--- src/rtl/rcs_pkg.sv ---
// Purpose: Shared constants and types for the reset cause and start-up block
// Assumes: 250 MHz system clock; AXI4-Lite register access
// Notes:   Delay figures are plain defaults; counts derive from them
package rcs_pkg;
    // Clock and timing, times in ns
    localparam int CLK_NS                  = 4;
    localparam int POWER_ON_DELAY_NS       = 10000;
    localparam int REGULATOR_SETTLE_TIME_NS = 10000;
    localparam int POWER_UP_TIMER_PERIOD_NS = 64000000;
    localparam int OSC_START_NS            = 1000;
    localparam int PLL_LOCK_TIME_NS        = 2000000;
    localparam int CLOCK_MONITOR_DELAY_NS  = 100000;
    // Least times, rounded up to whole cycles
    localparam int POWER_ON_DELAY_CYC      = (POWER_ON_DELAY_NS + CLK_NS - 1) / CLK_NS;
    localparam int REGULATOR_SETTLE_CYC    = (REGULATOR_SETTLE_TIME_NS + CLK_NS - 1) / CLK_NS;
    localparam int POWER_UP_TIMER_CYC      = (POWER_UP_TIMER_PERIOD_NS + CLK_NS - 1) / CLK_NS;
    localparam int OSC_START_CYC           = (OSC_START_NS + CLK_NS - 1) / CLK_NS;
    localparam int PLL_LOCK_TIME_CYC       = (PLL_LOCK_TIME_NS + CLK_NS - 1) / CLK_NS;
    localparam int CLOCK_MONITOR_DELAY_CYC = (CLOCK_MONITOR_DELAY_NS + CLK_NS - 1) / CLK_NS;
    localparam int HOLD_CYCLES             = 8;
    localparam logic [31:0] RESET_VECTOR   = 32'hBFC0_0000;

    // Register map, byte addresses
    localparam int         ADDR_W          = 8;
    localparam logic [7:0] ADDR_CAUSE      = 8'h00;
    localparam logic [7:0] ADDR_SOFT       = 8'h04;
    localparam logic [7:0] ADDR_STATUS     = 8'h08;

    // Cause flag positions
    localparam int POR_BIT   = 0;
    localparam int BOR_BIT   = 1;
    localparam int IDLE_BIT  = 2;
    localparam int SLEEP_BIT = 3;
    localparam int WATCHDOG_EXPIRY_FLAG_BIT  = 4;
    localparam int SWR_BIT   = 6;
    localparam int PIN_RESET_FLAG_BIT  = 7;
    localparam int CM_BIT    = 9;
    localparam logic [31:0] FLAG_MASK      = 32'h0000_02DF;
    localparam logic [31:0] CAUSE_POR_VAL  = 32'h0000_0003;
    localparam logic [31:0] CAUSE_BOR_VAL  = 32'h0000_0002;

    // Soft reset register and status fields
    localparam int SOFT_ARM_BIT  = 0;
    localparam int STAT_CORE_RST = 3;
    localparam int STAT_LP_LSB   = 4;
    localparam int STAT_KIND_LSB = 6;

    // Configuration word 0 fields steering start-up
    localparam int CFG_CRYSTAL = 1;
    localparam int CFG_PLL     = 2;
    localparam int CFG_SWITCH  = 3;

    // AXI responses
    localparam logic [1:0] RESP_OKAY   = 2'h0;
    localparam logic [1:0] RESP_SLVERR = 2'h2;

    typedef enum logic [2:0] {
        S_POR_DLY, S_RST_DLY, S_CFG_LOAD, S_OSC, S_LOCK, S_FAILSAFE_CLOCK_MONITOR, S_HOLD, S_RUN
    } rcs_state_t;
    typedef enum logic [1:0] {LP_RUN, LP_IDLE, LP_SLEEP} rcs_lp_t;
    typedef enum logic [1:0] {K_POR, K_BOR, K_OTHER} rcs_kind_t;

    // Device events, one-cycle pulses
    typedef struct packed {
        logic brownout;
        logic watchdog;
        logic wait_idle;
        logic wait_sleep;
        logic wake_irq;
    } rcs_evt_t;
endpackage

--- src/rtl/rcs_reset_cause_and_startup.sv ---
// Purpose: Reset cause flags, configuration reload and start-up sequencing
// Assumes: aresetn is the power-on reset; all inputs synchronous to aclk
// Notes:   Registers over AXI4-Lite; no interrupt output by design
//
// Contract
// RQ1: Every reset reloads the configuration words before the core runs.
// RQ2: Only power-on clears configuration words before reload; others keep them.
// RQ3: Software setting a cause flag never starts a reset.
// RQ4: Software may set or clear any cause flag at any time.
// RQ5: Power-on sets power-on and supply-drop flags, clears others, fetches reset vector.
// RQ6: Supply-drop sets its flag, clears all others, fetches reset vector.
// RQ7: Pin reset in run sets pin flag at bit 7, others unchanged.
// RQ8: Pin reset in idle or sleep sets pin flag, halt flags kept.
// RQ9: Soft reset sets soft flag at bit 6, others unchanged.
// RQ10: Config mismatch reset sets compare flag at bit 9, others unchanged.
// RQ11: Watchdog reset in run sets expiry flag at bit 4, others unchanged.
// RQ12: Watchdog in idle or sleep sets expiry flag, halt flags kept.
// RQ13: Interrupt wake clears expiry flag, keeps halt flags, uses interrupt vector.
// RQ14: Wait instruction sets sleep flag bit 3 or idle flag bit 2.
// RQ15: Power-on and supply-drop both leave the supply-drop flag set; only software clears it.
// RQ16: After power-on, power-on delay, reset delay and start-up all elapse.
// RQ17: Reset delay is regulator settle time, or power-up timer if regulator off.
// RQ18: Power-on and supply-drop load config then wait oscillator, lock, monitor.
// RQ19: Pin, watchdog, soft, mismatch resets use reset delay plus load only.
// RQ20: Core stays in reset 8 more clocks after start-up delays.
// RQ21: No interrupt request and no pin controls.
// RQ22: Writing the trigger arms soft reset; next read starts it next cycle.
// RQ23: Complementary shadow copies compared always; mismatch raises a reset.
// RQ24: Hardware set of a flag wins over a same-cycle software clear.
//
// Decided for this implementation: the AXI4-Lite slave port and the address map.
`timescale 1ns/1ps
`default_nettype none
module rcs_reset_cause_and_startup #(
    parameter int CFG_WORDS    = 4,
    parameter int P_POR_CYC    = rcs_pkg::POWER_ON_DELAY_CYC,
    parameter int P_VREG_CYC   = rcs_pkg::REGULATOR_SETTLE_CYC,
    parameter int P_PWRT_CYC   = rcs_pkg::POWER_UP_TIMER_CYC,
    parameter int P_OSC_CYC    = rcs_pkg::OSC_START_CYC,
    parameter int P_LOCK_CYC   = rcs_pkg::PLL_LOCK_TIME_CYC,
    parameter int P_FAILSAFE_CLOCK_MONITOR_CYC   = rcs_pkg::CLOCK_MONITOR_DELAY_CYC
) (
    // Clock and power-on reset
    input  wire logic                        aclk,
    input  wire logic                        aresetn,
    // AXI4-Lite slave
    input  wire logic [rcs_pkg::ADDR_W-1:0]  s_axi_awaddr,
    input  wire logic                        s_axi_awvalid,
    output logic                             s_axi_awready,
    input  wire logic [31:0]                 s_axi_wdata,
    input  wire logic [3:0]                  s_axi_wstrb,
    input  wire logic                        s_axi_wvalid,
    output logic                             s_axi_wready,
    output logic [1:0]                       s_axi_bresp,
    output logic                             s_axi_bvalid,
    input  wire logic                        s_axi_bready,
    input  wire logic [rcs_pkg::ADDR_W-1:0]  s_axi_araddr,
    input  wire logic                        s_axi_arvalid,
    output logic                             s_axi_arready,
    output logic [31:0]                      s_axi_rdata,
    output logic [1:0]                       s_axi_rresp,
    output logic                             s_axi_rvalid,
    input  wire logic                        s_axi_rready,
    // Device events and straps
    input  wire rcs_pkg::rcs_evt_t           evt,
    input  wire logic                        master_clear_pin_n,
    input  wire logic                        regulator_enable,
    input  wire logic [31:0]                 irq_vector,
    input  wire logic [CFG_WORDS*32-1:0]     nv_cfg,
    input  wire logic [31:0]                 cfg_upset,
    // Core side
    output logic                             core_reset,
    output logic [31:0]                      fetch_addr,
    output logic                             wake_pulse,
    output logic [CFG_WORDS*32-1:0]          cfg_words
);
    import rcs_pkg::*;

    localparam int IDX_W = (CFG_WORDS > 1) ? $clog2(CFG_WORDS) : 1;

    rcs_state_t  state;
    rcs_state_t  next_state;
    rcs_lp_t     lp;
    rcs_kind_t   kind;
    logic [31:0] cnt;
    logic [31:0] next_cnt;
    logic [31:0] flags;
    logic [31:0] next_flags;
    logic [31:0] cfg    [CFG_WORDS];
    logic [31:0] shadow [CFG_WORDS];
    logic        soft_armed;
    logic        soft_fire;
    logic        cfg_mismatch;
    logic        done;
    logic        wr_take;
    logic        rd_take;
    logic        wr_cause;
    logic        wr_soft;
    logic        rd_soft;
    logic        pin_rst;
    logic        wdt_rst;
    logic        cmr_evt;
    logic        reset_req;
    logic        lp_wake;
    logic        in_run;
    logic [31:0] rd_val;
    logic        rd_hit;
    logic        wr_hit;

    // Stage length; the reset delay depends on the regulator strap
    function automatic logic [31:0] stage_len(rcs_state_t s);
        logic [31:0] len;
        len = 32'h0000_0001;
        unique case (s)
            S_POR_DLY:  len = 32'(P_POR_CYC);
            S_RST_DLY:  len = regulator_enable ? 32'(P_VREG_CYC) : 32'(P_PWRT_CYC); // RQ17
            S_CFG_LOAD: len = 32'(CFG_WORDS);
            S_OSC:      len = 32'(P_OSC_CYC);
            S_LOCK:     len = 32'(P_LOCK_CYC);
            S_FAILSAFE_CLOCK_MONITOR:     len = 32'(P_FAILSAFE_CLOCK_MONITOR_CYC);
            S_HOLD:     len = 32'(HOLD_CYCLES);
            S_RUN:      len = 32'h0000_0001;
        endcase
        return len;
    endfunction

    // Clock waits only follow power-on and supply-drop resets
    function automatic rcs_state_t after(rcs_state_t s, logic lng, logic [31:0] c0);
        rcs_state_t n;
        n = S_HOLD;
        unique case (s)
            S_POR_DLY:  n = S_RST_DLY; // RQ16
            S_RST_DLY:  n = S_CFG_LOAD;
            S_CFG_LOAD: n = !lng ? S_HOLD : c0[CFG_CRYSTAL] ? S_OSC : c0[CFG_PLL] ? S_LOCK
                          : c0[CFG_SWITCH] ? S_FAILSAFE_CLOCK_MONITOR : S_HOLD; // RQ18 RQ19
            S_OSC:      n = c0[CFG_PLL] ? S_LOCK : c0[CFG_SWITCH] ? S_FAILSAFE_CLOCK_MONITOR : S_HOLD;
            S_LOCK:     n = c0[CFG_SWITCH] ? S_FAILSAFE_CLOCK_MONITOR : S_HOLD;
            S_FAILSAFE_CLOCK_MONITOR:     n = S_HOLD;
            S_HOLD:     n = S_RUN;
            S_RUN:      n = S_RUN;
        endcase
        return n;
    endfunction

    // Reset sources; the watchdog only resets from run
    assign in_run    = (state == S_RUN);
    assign pin_rst   = !master_clear_pin_n;
    assign wdt_rst   = evt.watchdog && in_run && (lp == LP_RUN);
    assign cmr_evt   = cfg_mismatch && in_run; // A standing mismatch would else loop the reset delay
    assign reset_req = evt.brownout || pin_rst || wdt_rst || soft_fire || cmr_evt;
    assign lp_wake   = in_run && (lp != LP_RUN) && (evt.wake_irq || evt.watchdog) && !reset_req;
    assign done      = (cnt == stage_len(state) - 32'h0000_0001);

    // Sequencer next state; any reset source restarts at the reset delay
    always_comb begin
        next_state = state;
        next_cnt   = cnt;
        if (reset_req) begin
            next_state = S_RST_DLY; // RQ16 RQ19
            next_cnt   = '0;
        end else if (state != S_RUN) begin
            if (done) begin
                next_state = after(state, kind != K_OTHER, cfg[0]);
                next_cnt   = '0;
            end else begin
                next_cnt = cnt + 32'h0000_0001;
            end
        end
    end

    // Sequencer state and core reset hold
    always_ff @(posedge aclk) begin
        if (!aresetn) begin
            state      <= S_POR_DLY;
            cnt        <= '0;
            core_reset <= 1'b1;
        end else begin
            state      <= next_state;
            cnt        <= next_cnt;
            core_reset <= (next_state != S_RUN); // RQ20
        end
    end

    // Kind of the reset under way
    always_ff @(posedge aclk) begin
        if (!aresetn) begin
            kind <= K_POR;
        end else if (reset_req) begin
            kind <= evt.brownout ? K_BOR : K_OTHER;
        end
    end

    // Configuration words with complementary shadows
    always_ff @(posedge aclk) begin
        if (!aresetn) begin
            for (int i = 0; i < CFG_WORDS; i++) begin
                cfg[i]    <= '0; // RQ2
                shadow[i] <= '1;
            end
        end else if (state == S_CFG_LOAD) begin
            cfg[cnt[IDX_W-1:0]]    <= nv_cfg[cnt[IDX_W-1:0]*32 +: 32]; // RQ1
            shadow[cnt[IDX_W-1:0]] <= ~nv_cfg[cnt[IDX_W-1:0]*32 +: 32];
        end else begin
            shadow[0] <= shadow[0] ^ cfg_upset; // Upset model for the checker
        end
    end

    // Pair check runs in every mode, sleep included
    always_comb begin
        cfg_mismatch = 1'b0;
        for (int i = 0; i < CFG_WORDS; i++) begin
            cfg_mismatch = cfg_mismatch || |(cfg[i] ~^ shadow[i]); // RQ23
            cfg_words[i*32 +: 32] = cfg[i];
        end
    end

    // Low-power mode follows wait instructions and wakes
    always_ff @(posedge aclk) begin
        if (!aresetn) begin
            lp <= LP_RUN;
        end else if (reset_req || lp_wake) begin
            lp <= LP_RUN;
        end else if (in_run && evt.wait_sleep) begin
            lp <= LP_SLEEP;
        end else if (in_run && evt.wait_idle) begin
            lp <= LP_IDLE;
        end
    end

    // Fetch address; watchdog wake goes to the reset vector
    always_ff @(posedge aclk) begin
        if (!aresetn) begin
            fetch_addr <= RESET_VECTOR; // RQ5
            wake_pulse <= 1'b0;
        end else begin
            wake_pulse <= lp_wake;
            if (reset_req) begin
                fetch_addr <= RESET_VECTOR; // RQ6
            end else if (lp_wake) begin
                fetch_addr <= evt.watchdog ? RESET_VECTOR : irq_vector; // RQ13
            end
        end
    end

    // Cause flags: software first, hardware after so its set wins
    always_comb begin
        next_flags = flags;
        if (wr_cause) begin
            for (int b = 0; b < 4; b++) begin
                if (s_axi_wstrb[b]) begin
                    next_flags[b*8 +: 8] = s_axi_wdata[b*8 +: 8]; // RQ4
                end
            end
            next_flags = next_flags & FLAG_MASK; // RQ3
        end
        if (in_run && lp == LP_RUN && evt.wait_sleep) begin
            next_flags[SLEEP_BIT] = 1'b1; // RQ14
        end else if (in_run && lp == LP_RUN && evt.wait_idle) begin
            next_flags[IDLE_BIT] = 1'b1; // RQ14
        end
        if (pin_rst) begin
            next_flags[PIN_RESET_FLAG_BIT] = 1'b1; // RQ7 RQ8 RQ24
        end
        if (soft_fire) begin
            next_flags[SWR_BIT] = 1'b1; // RQ9
        end
        if (cmr_evt) begin
            next_flags[CM_BIT] = 1'b1; // RQ10
        end
        if (evt.watchdog && in_run) begin
            next_flags[WATCHDOG_EXPIRY_FLAG_BIT] = 1'b1; // RQ11 RQ12 RQ24
        end else if (lp_wake && evt.wake_irq) begin
            next_flags[WATCHDOG_EXPIRY_FLAG_BIT] = 1'b0; // RQ13
        end
        if (evt.brownout) begin
            next_flags = CAUSE_BOR_VAL; // RQ6 RQ15
        end
    end

    // Cause flag register
    always_ff @(posedge aclk) begin
        if (!aresetn) begin
            flags <= CAUSE_POR_VAL; // RQ5 RQ15
        end else begin
            flags <= next_flags;
        end
    end

    // Soft reset arm and fire; the fire lands one cycle after the read
    always_ff @(posedge aclk) begin
        if (!aresetn) begin
            soft_armed <= 1'b0;
            soft_fire  <= 1'b0;
        end else begin
            soft_fire <= rd_soft && soft_armed; // RQ22
            if (reset_req) begin
                soft_armed <= 1'b0;
            end else if (wr_soft && s_axi_wstrb[0]) begin
                soft_armed <= s_axi_wdata[SOFT_ARM_BIT]; // RQ22
            end
        end
    end

    // Bus decode; write address and data are taken together
    assign wr_take       = s_axi_awvalid && s_axi_wvalid && !s_axi_bvalid;
    assign rd_take       = s_axi_arvalid && !s_axi_rvalid;
    assign s_axi_awready = wr_take;
    assign s_axi_wready  = wr_take;
    assign s_axi_arready = !s_axi_rvalid;
    assign wr_cause      = wr_take && ({s_axi_awaddr[ADDR_W-1:2], 2'h0} == ADDR_CAUSE);
    assign wr_soft       = wr_take && ({s_axi_awaddr[ADDR_W-1:2], 2'h0} == ADDR_SOFT);
    assign wr_hit        = wr_cause || wr_soft || ({s_axi_awaddr[ADDR_W-1:2], 2'h0} == ADDR_STATUS);
    assign rd_soft       = rd_take && ({s_axi_araddr[ADDR_W-1:2], 2'h0} == ADDR_SOFT);

    // Read mux; status is read-only, unmapped gets an error
    always_comb begin
        rd_val = '0;
        rd_hit = 1'b1;
        unique case ({s_axi_araddr[ADDR_W-1:2], 2'h0})
            ADDR_CAUSE: rd_val = flags;
            ADDR_SOFT:  rd_val[SOFT_ARM_BIT] = soft_armed;
            ADDR_STATUS: begin
                rd_val[2:0]                  = state;
                rd_val[STAT_CORE_RST]        = core_reset;
                rd_val[STAT_LP_LSB +: 2]     = lp;
                rd_val[STAT_KIND_LSB +: 2]   = kind;
            end
            default:    rd_hit = 1'b0;
        endcase
    end

    // Write response channel
    always_ff @(posedge aclk) begin
        if (!aresetn) begin
            s_axi_bvalid <= 1'b0;
            s_axi_bresp  <= RESP_OKAY;
        end else if (wr_take) begin
            s_axi_bvalid <= 1'b1;
            s_axi_bresp  <= wr_hit ? RESP_OKAY : RESP_SLVERR;
        end else if (s_axi_bready) begin
            s_axi_bvalid <= 1'b0;
        end
    end

    // Read data channel
    always_ff @(posedge aclk) begin
        if (!aresetn) begin
            s_axi_rvalid <= 1'b0;
            s_axi_rdata  <= '0;
            s_axi_rresp  <= RESP_OKAY;
        end else if (rd_take) begin
            s_axi_rvalid <= 1'b1;
            s_axi_rdata  <= rd_val;
            s_axi_rresp  <= rd_hit ? RESP_OKAY : RESP_SLVERR;
        end else if (s_axi_rready) begin
            s_axi_rvalid <= 1'b0;
        end
    end

    // Cycles since power-on release, saturating
    logic [31:0] since_por;
    always_ff @(posedge aclk) begin
        if (!aresetn) begin
            since_por <= '0;
        end else if (since_por != 32'hFFFF_FFFF) begin
            since_por <= since_por + 32'h0000_0001;
        end
    end
endmodule
`default_nettype wire

--- config.mk ---
export PLATFORM = sky130hd
export DESIGN_NAME = rcs_reset_cause_and_startup
export DESIGN_NICKNAME = d
export VERILOG_FILES = /design/src/rtl/rcs_pkg.sv /design/src/rtl/rcs_reset_cause_and_startup.sv
export SDC_FILE = /design/constraint.sdc
export NUM_CORES = 1
export LEC_CHECK = 0
export ABC_AREA = 1
export BUFFER_PORTS_ARGS = -buffer_cell sky130_fd_sc_hd__buf_2
export CORE_MARGIN = 2
export CORE_UTILIZATION = 40
export DETAILED_ROUTE_END_ITERATION = 8
export GPL_ROUTABILITY_DRIVEN = 0
export REMOVE_ABC_BUFFERS = 1
export SLEW_MARGIN = 15
export SYNTH_ARGS = -nofsm -noshare
export SYNTH_HDL_FRONTEND = slang
export SYNTH_SLANG_ARGS = --single-unit
--- constraint.sdc ---
create_clock -name aclk -period 4.1 [get_ports aclk]
set_input_delay 0.41 -clock aclk [delete_from_list [all_inputs] [get_ports aclk]]
set_output_delay 0.41 -clock aclk [all_outputs]
set_load 0.01 [all_outputs]
==> metrics.md <==
| Metric | Value |
|---|---|
| Num CTS Buffers | `39` |
| CTS resizes | `0` |
| Reg clk slew, reported paths | `60 ps` |
| Worst hold path class | `input pin to flop` |
| Vias in the first global route | `14700` |
| Total power | `0.00835 W` |
| Total clock sinks | `~350` |
| CP Class | `flop to flop` |
| Met3 Usage GRT | `0.0620` |
| Routed len/inst | `20.0 um` |
| Grt peak-use layer | `met2` |
| Final worst slack | `882 ps` |
| Die width | `215 um` |
| Finished Layout Cells | `3067` |
| CP most frequent cell | `nand2_2` |
| Io pins | `461` |
| Critical path buffer and inverter count | `1` |
| Cell family with most CP delay | `simple AND/OR/NAND/NOR gates` |
| RSZ-0062 raised after global routing | `no` |
| Grt met1 use | `0.327` |
| Initial antenna violation count | `3` |
| Asr flop ratio synth | `0` |
| P_sw | `0.00193 W` |
| PwrDens | `384 nW/um^2` |
| Rows | `77` |
| Switching Fraction | `0.231` |
| Leakage | `9.26 nW` |
| Tmin final | `between 3000 and 4000 ps` |
| Worst-path cell chain | `inv_2 -> nand2_1 -> nand2_1 -> nand2_2 -> ha_1 -> nand2_2 -> nand2_1 -> nand3_1 -> nor2_1 -> nand3_1 -> nor2_4 -> nand4_4 -> nand2_2 -> nand2_2 -> nor2_4 -> nand3_2` |
| Synthesized area per cell | `8.73 um^2` |
| Mapped Area | `17800 um^2` |
| Slew @ Worst Pin | `1000 ps` |
| Max_cap viols | `0` |
| Slew headroom | `0.332` |
| CTS max path bufs | `3` |
| Largest net degree at the start of global routing | `72` |
| Dpl cells | `2997` |
| DRC violations left | `0` |
| Seq/Total Area, Yosys | `0.540` |
| Cell-internal power | `0.00642 W` |
| Final hold viol count | `0` |
| Clock root buffer | `clkbuf_16` |
| Status | `finished clean` |
| Post-Syn Instances | `2037` |
| Critical path required time | `4550 ps` |
| Sequential share of power | `0.480` |
| Initial core utilization | `0.404` |
| Area of the multi-input gates | `6680 um^2` |
| Combinational cell fraction of total power | `0.081` |
| Hpwl dp | `45200 um` |
| Worst R2R Start | `state[2]$_SDFF_PN0_` |
| Setup crit end | `core_reset$_SDFF_PN1_` |
| Slowest CP cell | `dfxtp_1` |
| Via density per instance | `5.03` |
| Cell count along the critical path | `16` |
| Worst vdd ir | `0.254 mV` |
| Synth Warn # | `0` |
| Final #Nets | `2706` |
| Area grow syn2layout | `22.4%` |
| Pre-Repair DR Iteration Count | `5` |
| Filler Cells Inserted | `~4200` |
| I/O Buffers | `405` |
| Skew final | `22.0 ps` |
| CTS tree | `yes` |
| Max Fclk | `a little over 300 MHz` |
| Clock Power Share | `0.439` |
| Register Area | `9610 um^2` |
| CTS H-tree depth | `2` |
| Worst R2R Path Depth | `16` |
| Final core utilization | `0.494` |
| Top FF cell, synth | `edfxtp_1` |
| Die area | `46200 um^2` |
| Antenna Nets Post-Route | `0` |
| Yosys cell types | `48` |
| Final wirelength | `61400 um` |
| Later-pin clock latency in the skew report | `560 ps` |
| Crit-path max cell delay | `580 ps` |
| Critical Path Source | `state[2]$_SDFF_PN0_` |
| Routing usage on met2 | `0.447` |
| Final Max Slew Viols | `0` |
| Worst Path Arrival | `3660 ps` |
| Startpoint Class | `flop` |
| DP Area | `20400 um^2` |
| First-pass GRT wire length | `90000 um` |
| DRT iter0 DRCs | `1156` |
| CP Capture Type | `flop` |
| Vias | `15400` |
| GRT Util Overall | `0.259` |
| Post-synth EDFFs | `256` |
| R2R Path End | `core_reset$_SDFF_PN1_` |
| Core ar. | `44000 um^2` |
| Die extent in y | `215 um` |
| Fraction of layout cells with a size suffix above 1 | `0.219` |
| Hold_buf cts | `0` |
| Reg2Reg Setup Slack | `880 ps` |
| Post-CTS setup buffers | `0` |
| Final global-route overflow total | `0` |
| Flop and latch count out of synthesis | `352` |
| Period Utilization, post-route | `0.785` |
| CP Max Fanout | `25` |
| Final setup fails | `0` |
| Setup WS pre-CTS | `939 ps` |
| Design area | `21800 um^2` |
-- cells by family (layout without fill, tap and decap cells) --
group | Yosys count | after routing | synth area share
multiplexers | 3 | 3 | 0.00176
flip-flops | 352 | 352 | 0.540
XOR/XNOR | 123 | 123 | 0.0606
buffers and inverters | 386 | 799 | 0.0917
other | 1 | 26 | 0.000211
AO/OA/AOI/OAI | 213 | 213 | 0.0706
adder cells (fa/ha/maj) | 2 | 2 | 0.00141
AND/OR/NAND/NOR | 957 | 957 | 0.234
-- power by group through the flow --
stage / logic [W] / registers, W / clock network, W
after global placement: 0.000666 / 0.00408 / 0
after global routing: 0.000739 / 0.00402 / 0.00384
after CTS: 0.000678 / 0.00401 / 0.00373
after floorplan: 0.000295 / 0.00409 / 0
after detailed placement: 0.000675 / 0.00408 / 0
final: 0.000675 / 0.00401 / 0.00367
-- per-layer routing --
metal  part of all wire  vias to the layer above
met5            0.00044                        -
li1                   -                     7373
met4              0.021                        4
met1               0.41                     7312
met3              0.087                       79
met2               0.48                      668
-- synthesized netlist by cell type, types with 5 or more instances --
| cell | n | area [um^2] |
|---|---|---|
| nor4_1 | 6 | 37.5 |
| a21oi_1 | 109 | 546 |
| nand3_1 | 102 | 510 |
| o22ai_1 | 8 | 50.1 |
| nand2_2 | 5 | 31.3 |
| buf_6 | 7 | 78.8 |
| inv_2 | 7 | 26.3 |
| xnor2_1 | 38 | 333 |
| o21ai_0 | 38 | 190 |
| nand3b_1 | 10 | 75.1 |
| edfxtp_1 | 256 | 7690 |
| nor2_1 | 277 | 1040 |
| nor2_4 | 7 | 78.8 |
| nor3b_1 | 23 | 173 |
| buf_4 | 27 | 203 |
| o21a_1 | 18 | 135 |
| xor2_1 | 85 | 744 |
| dfxtp_1 | 96 | 1920 |
| nand3_2 | 7 | 70.1 |
| nor3_1 | 25 | 125 |
| inv_1 | 279 | 1050 |
| clkbuf_1 | 35 | 131 |
| o22a_1 | 23 | 201 |
| o211ai_1 | 5 | 37.5 |
| nand4_1 | 34 | 213 |
| buf_1 | 5 | 18.8 |
| buf_2 | 21 | 105 |
| nand2_1 | 447 | 1680 |
-- placed cells by master (no fill, tap or decap), types with 3 or more instances in the layout --
| cell type | n |
|---|---|
| o21ai_0 | 36 |
| or2_2 | 4 |
| edfxtp_1 | 256 |
| o22ai_1 | 8 |
| nor2_1 | 276 |
| inv_1 | 279 |
| xor2_1 | 85 |
| o21a_1 | 18 |
| xnor2_1 | 38 |
| nand3_1 | 102 |
| buf_2 | 405 |
| nand3_2 | 7 |
| clkbuf_1 | 12 |
| a21oi_1 | 109 |
| nand3b_1 | 10 |
| nand2_1 | 442 |
| bufinv_16 | 6 |
| inv_2 | 7 |
| nor3b_1 | 23 |
| clkinv_2 | 4 |
| o211ai_1 | 5 |
| conb_1 | 25 |
| clkbuf_16 | 41 |
| o221ai_1 | 4 |
| buf_4 | 31 |
| dfxtp_1 | 95 |
| nor2_4 | 9 |
| nor4_1 | 6 |
| nand2_2 | 10 |
| nor2_2 | 3 |
| clkinv_1 | 8 |
| o22a_1 | 23 |
| nor3_1 | 25 |
| nand4_1 | 34 |
| buf_12 | 3 |
-- worst min path at each step --
stage                                 from                          end  slack [ps]  cells past startpoint
3_3_place_gp   fetch_addr[23]$_SDFFE_PP1P_  fetch_addr[23]$_SDFFE_PP1P_         450                      2
3_5_place_dp   s_axi_rdata[0]$_SDFFE_PN0P_  s_axi_rdata[0]$_SDFFE_PN0P_         460                      2
2_1_floorplan        flags[9]$_SDFFE_PP0P_  s_axi_rdata[9]$_SDFFE_PN0P_         440                      2
4_1_cts                       s_axi_rready    s_axi_rvalid$_SDFFE_PN0P_          40                      2
5_1_grt                       s_axi_rready    s_axi_rvalid$_SDFFE_PN0P_          50                      2
6_report                      s_axi_rready    s_axi_rvalid$_SDFFE_PN0P_          60                      2
-- metrics by stage --
step	hold WS [ps]	TNS [ps]
final	59.8	0
after global routing	51.7	0
after CTS	36.8	0
after detailed placement	460	0
after global placement	448	0
after floorplan	437	-30470
-- sequential cells by signal (all words and copies together) (netlist names), 2 cells and up --
signal / flops
cfg: 128
shadow: 128
cnt: 32
fetch_addr: 32
s_axi_rdata: 9
flags: 8
state: 3
kind: 2
lp: 2
-- final cells by class --
cell class              instances  share of cell area
multi-input cells            1323               0.307
diodes                          1            0.000115
clock inverters                14             0.00989
repair buffers                439               0.107
inverters                     291              0.0503
well taps                     592              0.0340
flip-flops and latches        352               0.442
clock buffers                  55              0.0505
No activity file was read; power rests on OpenSTA's default activity.
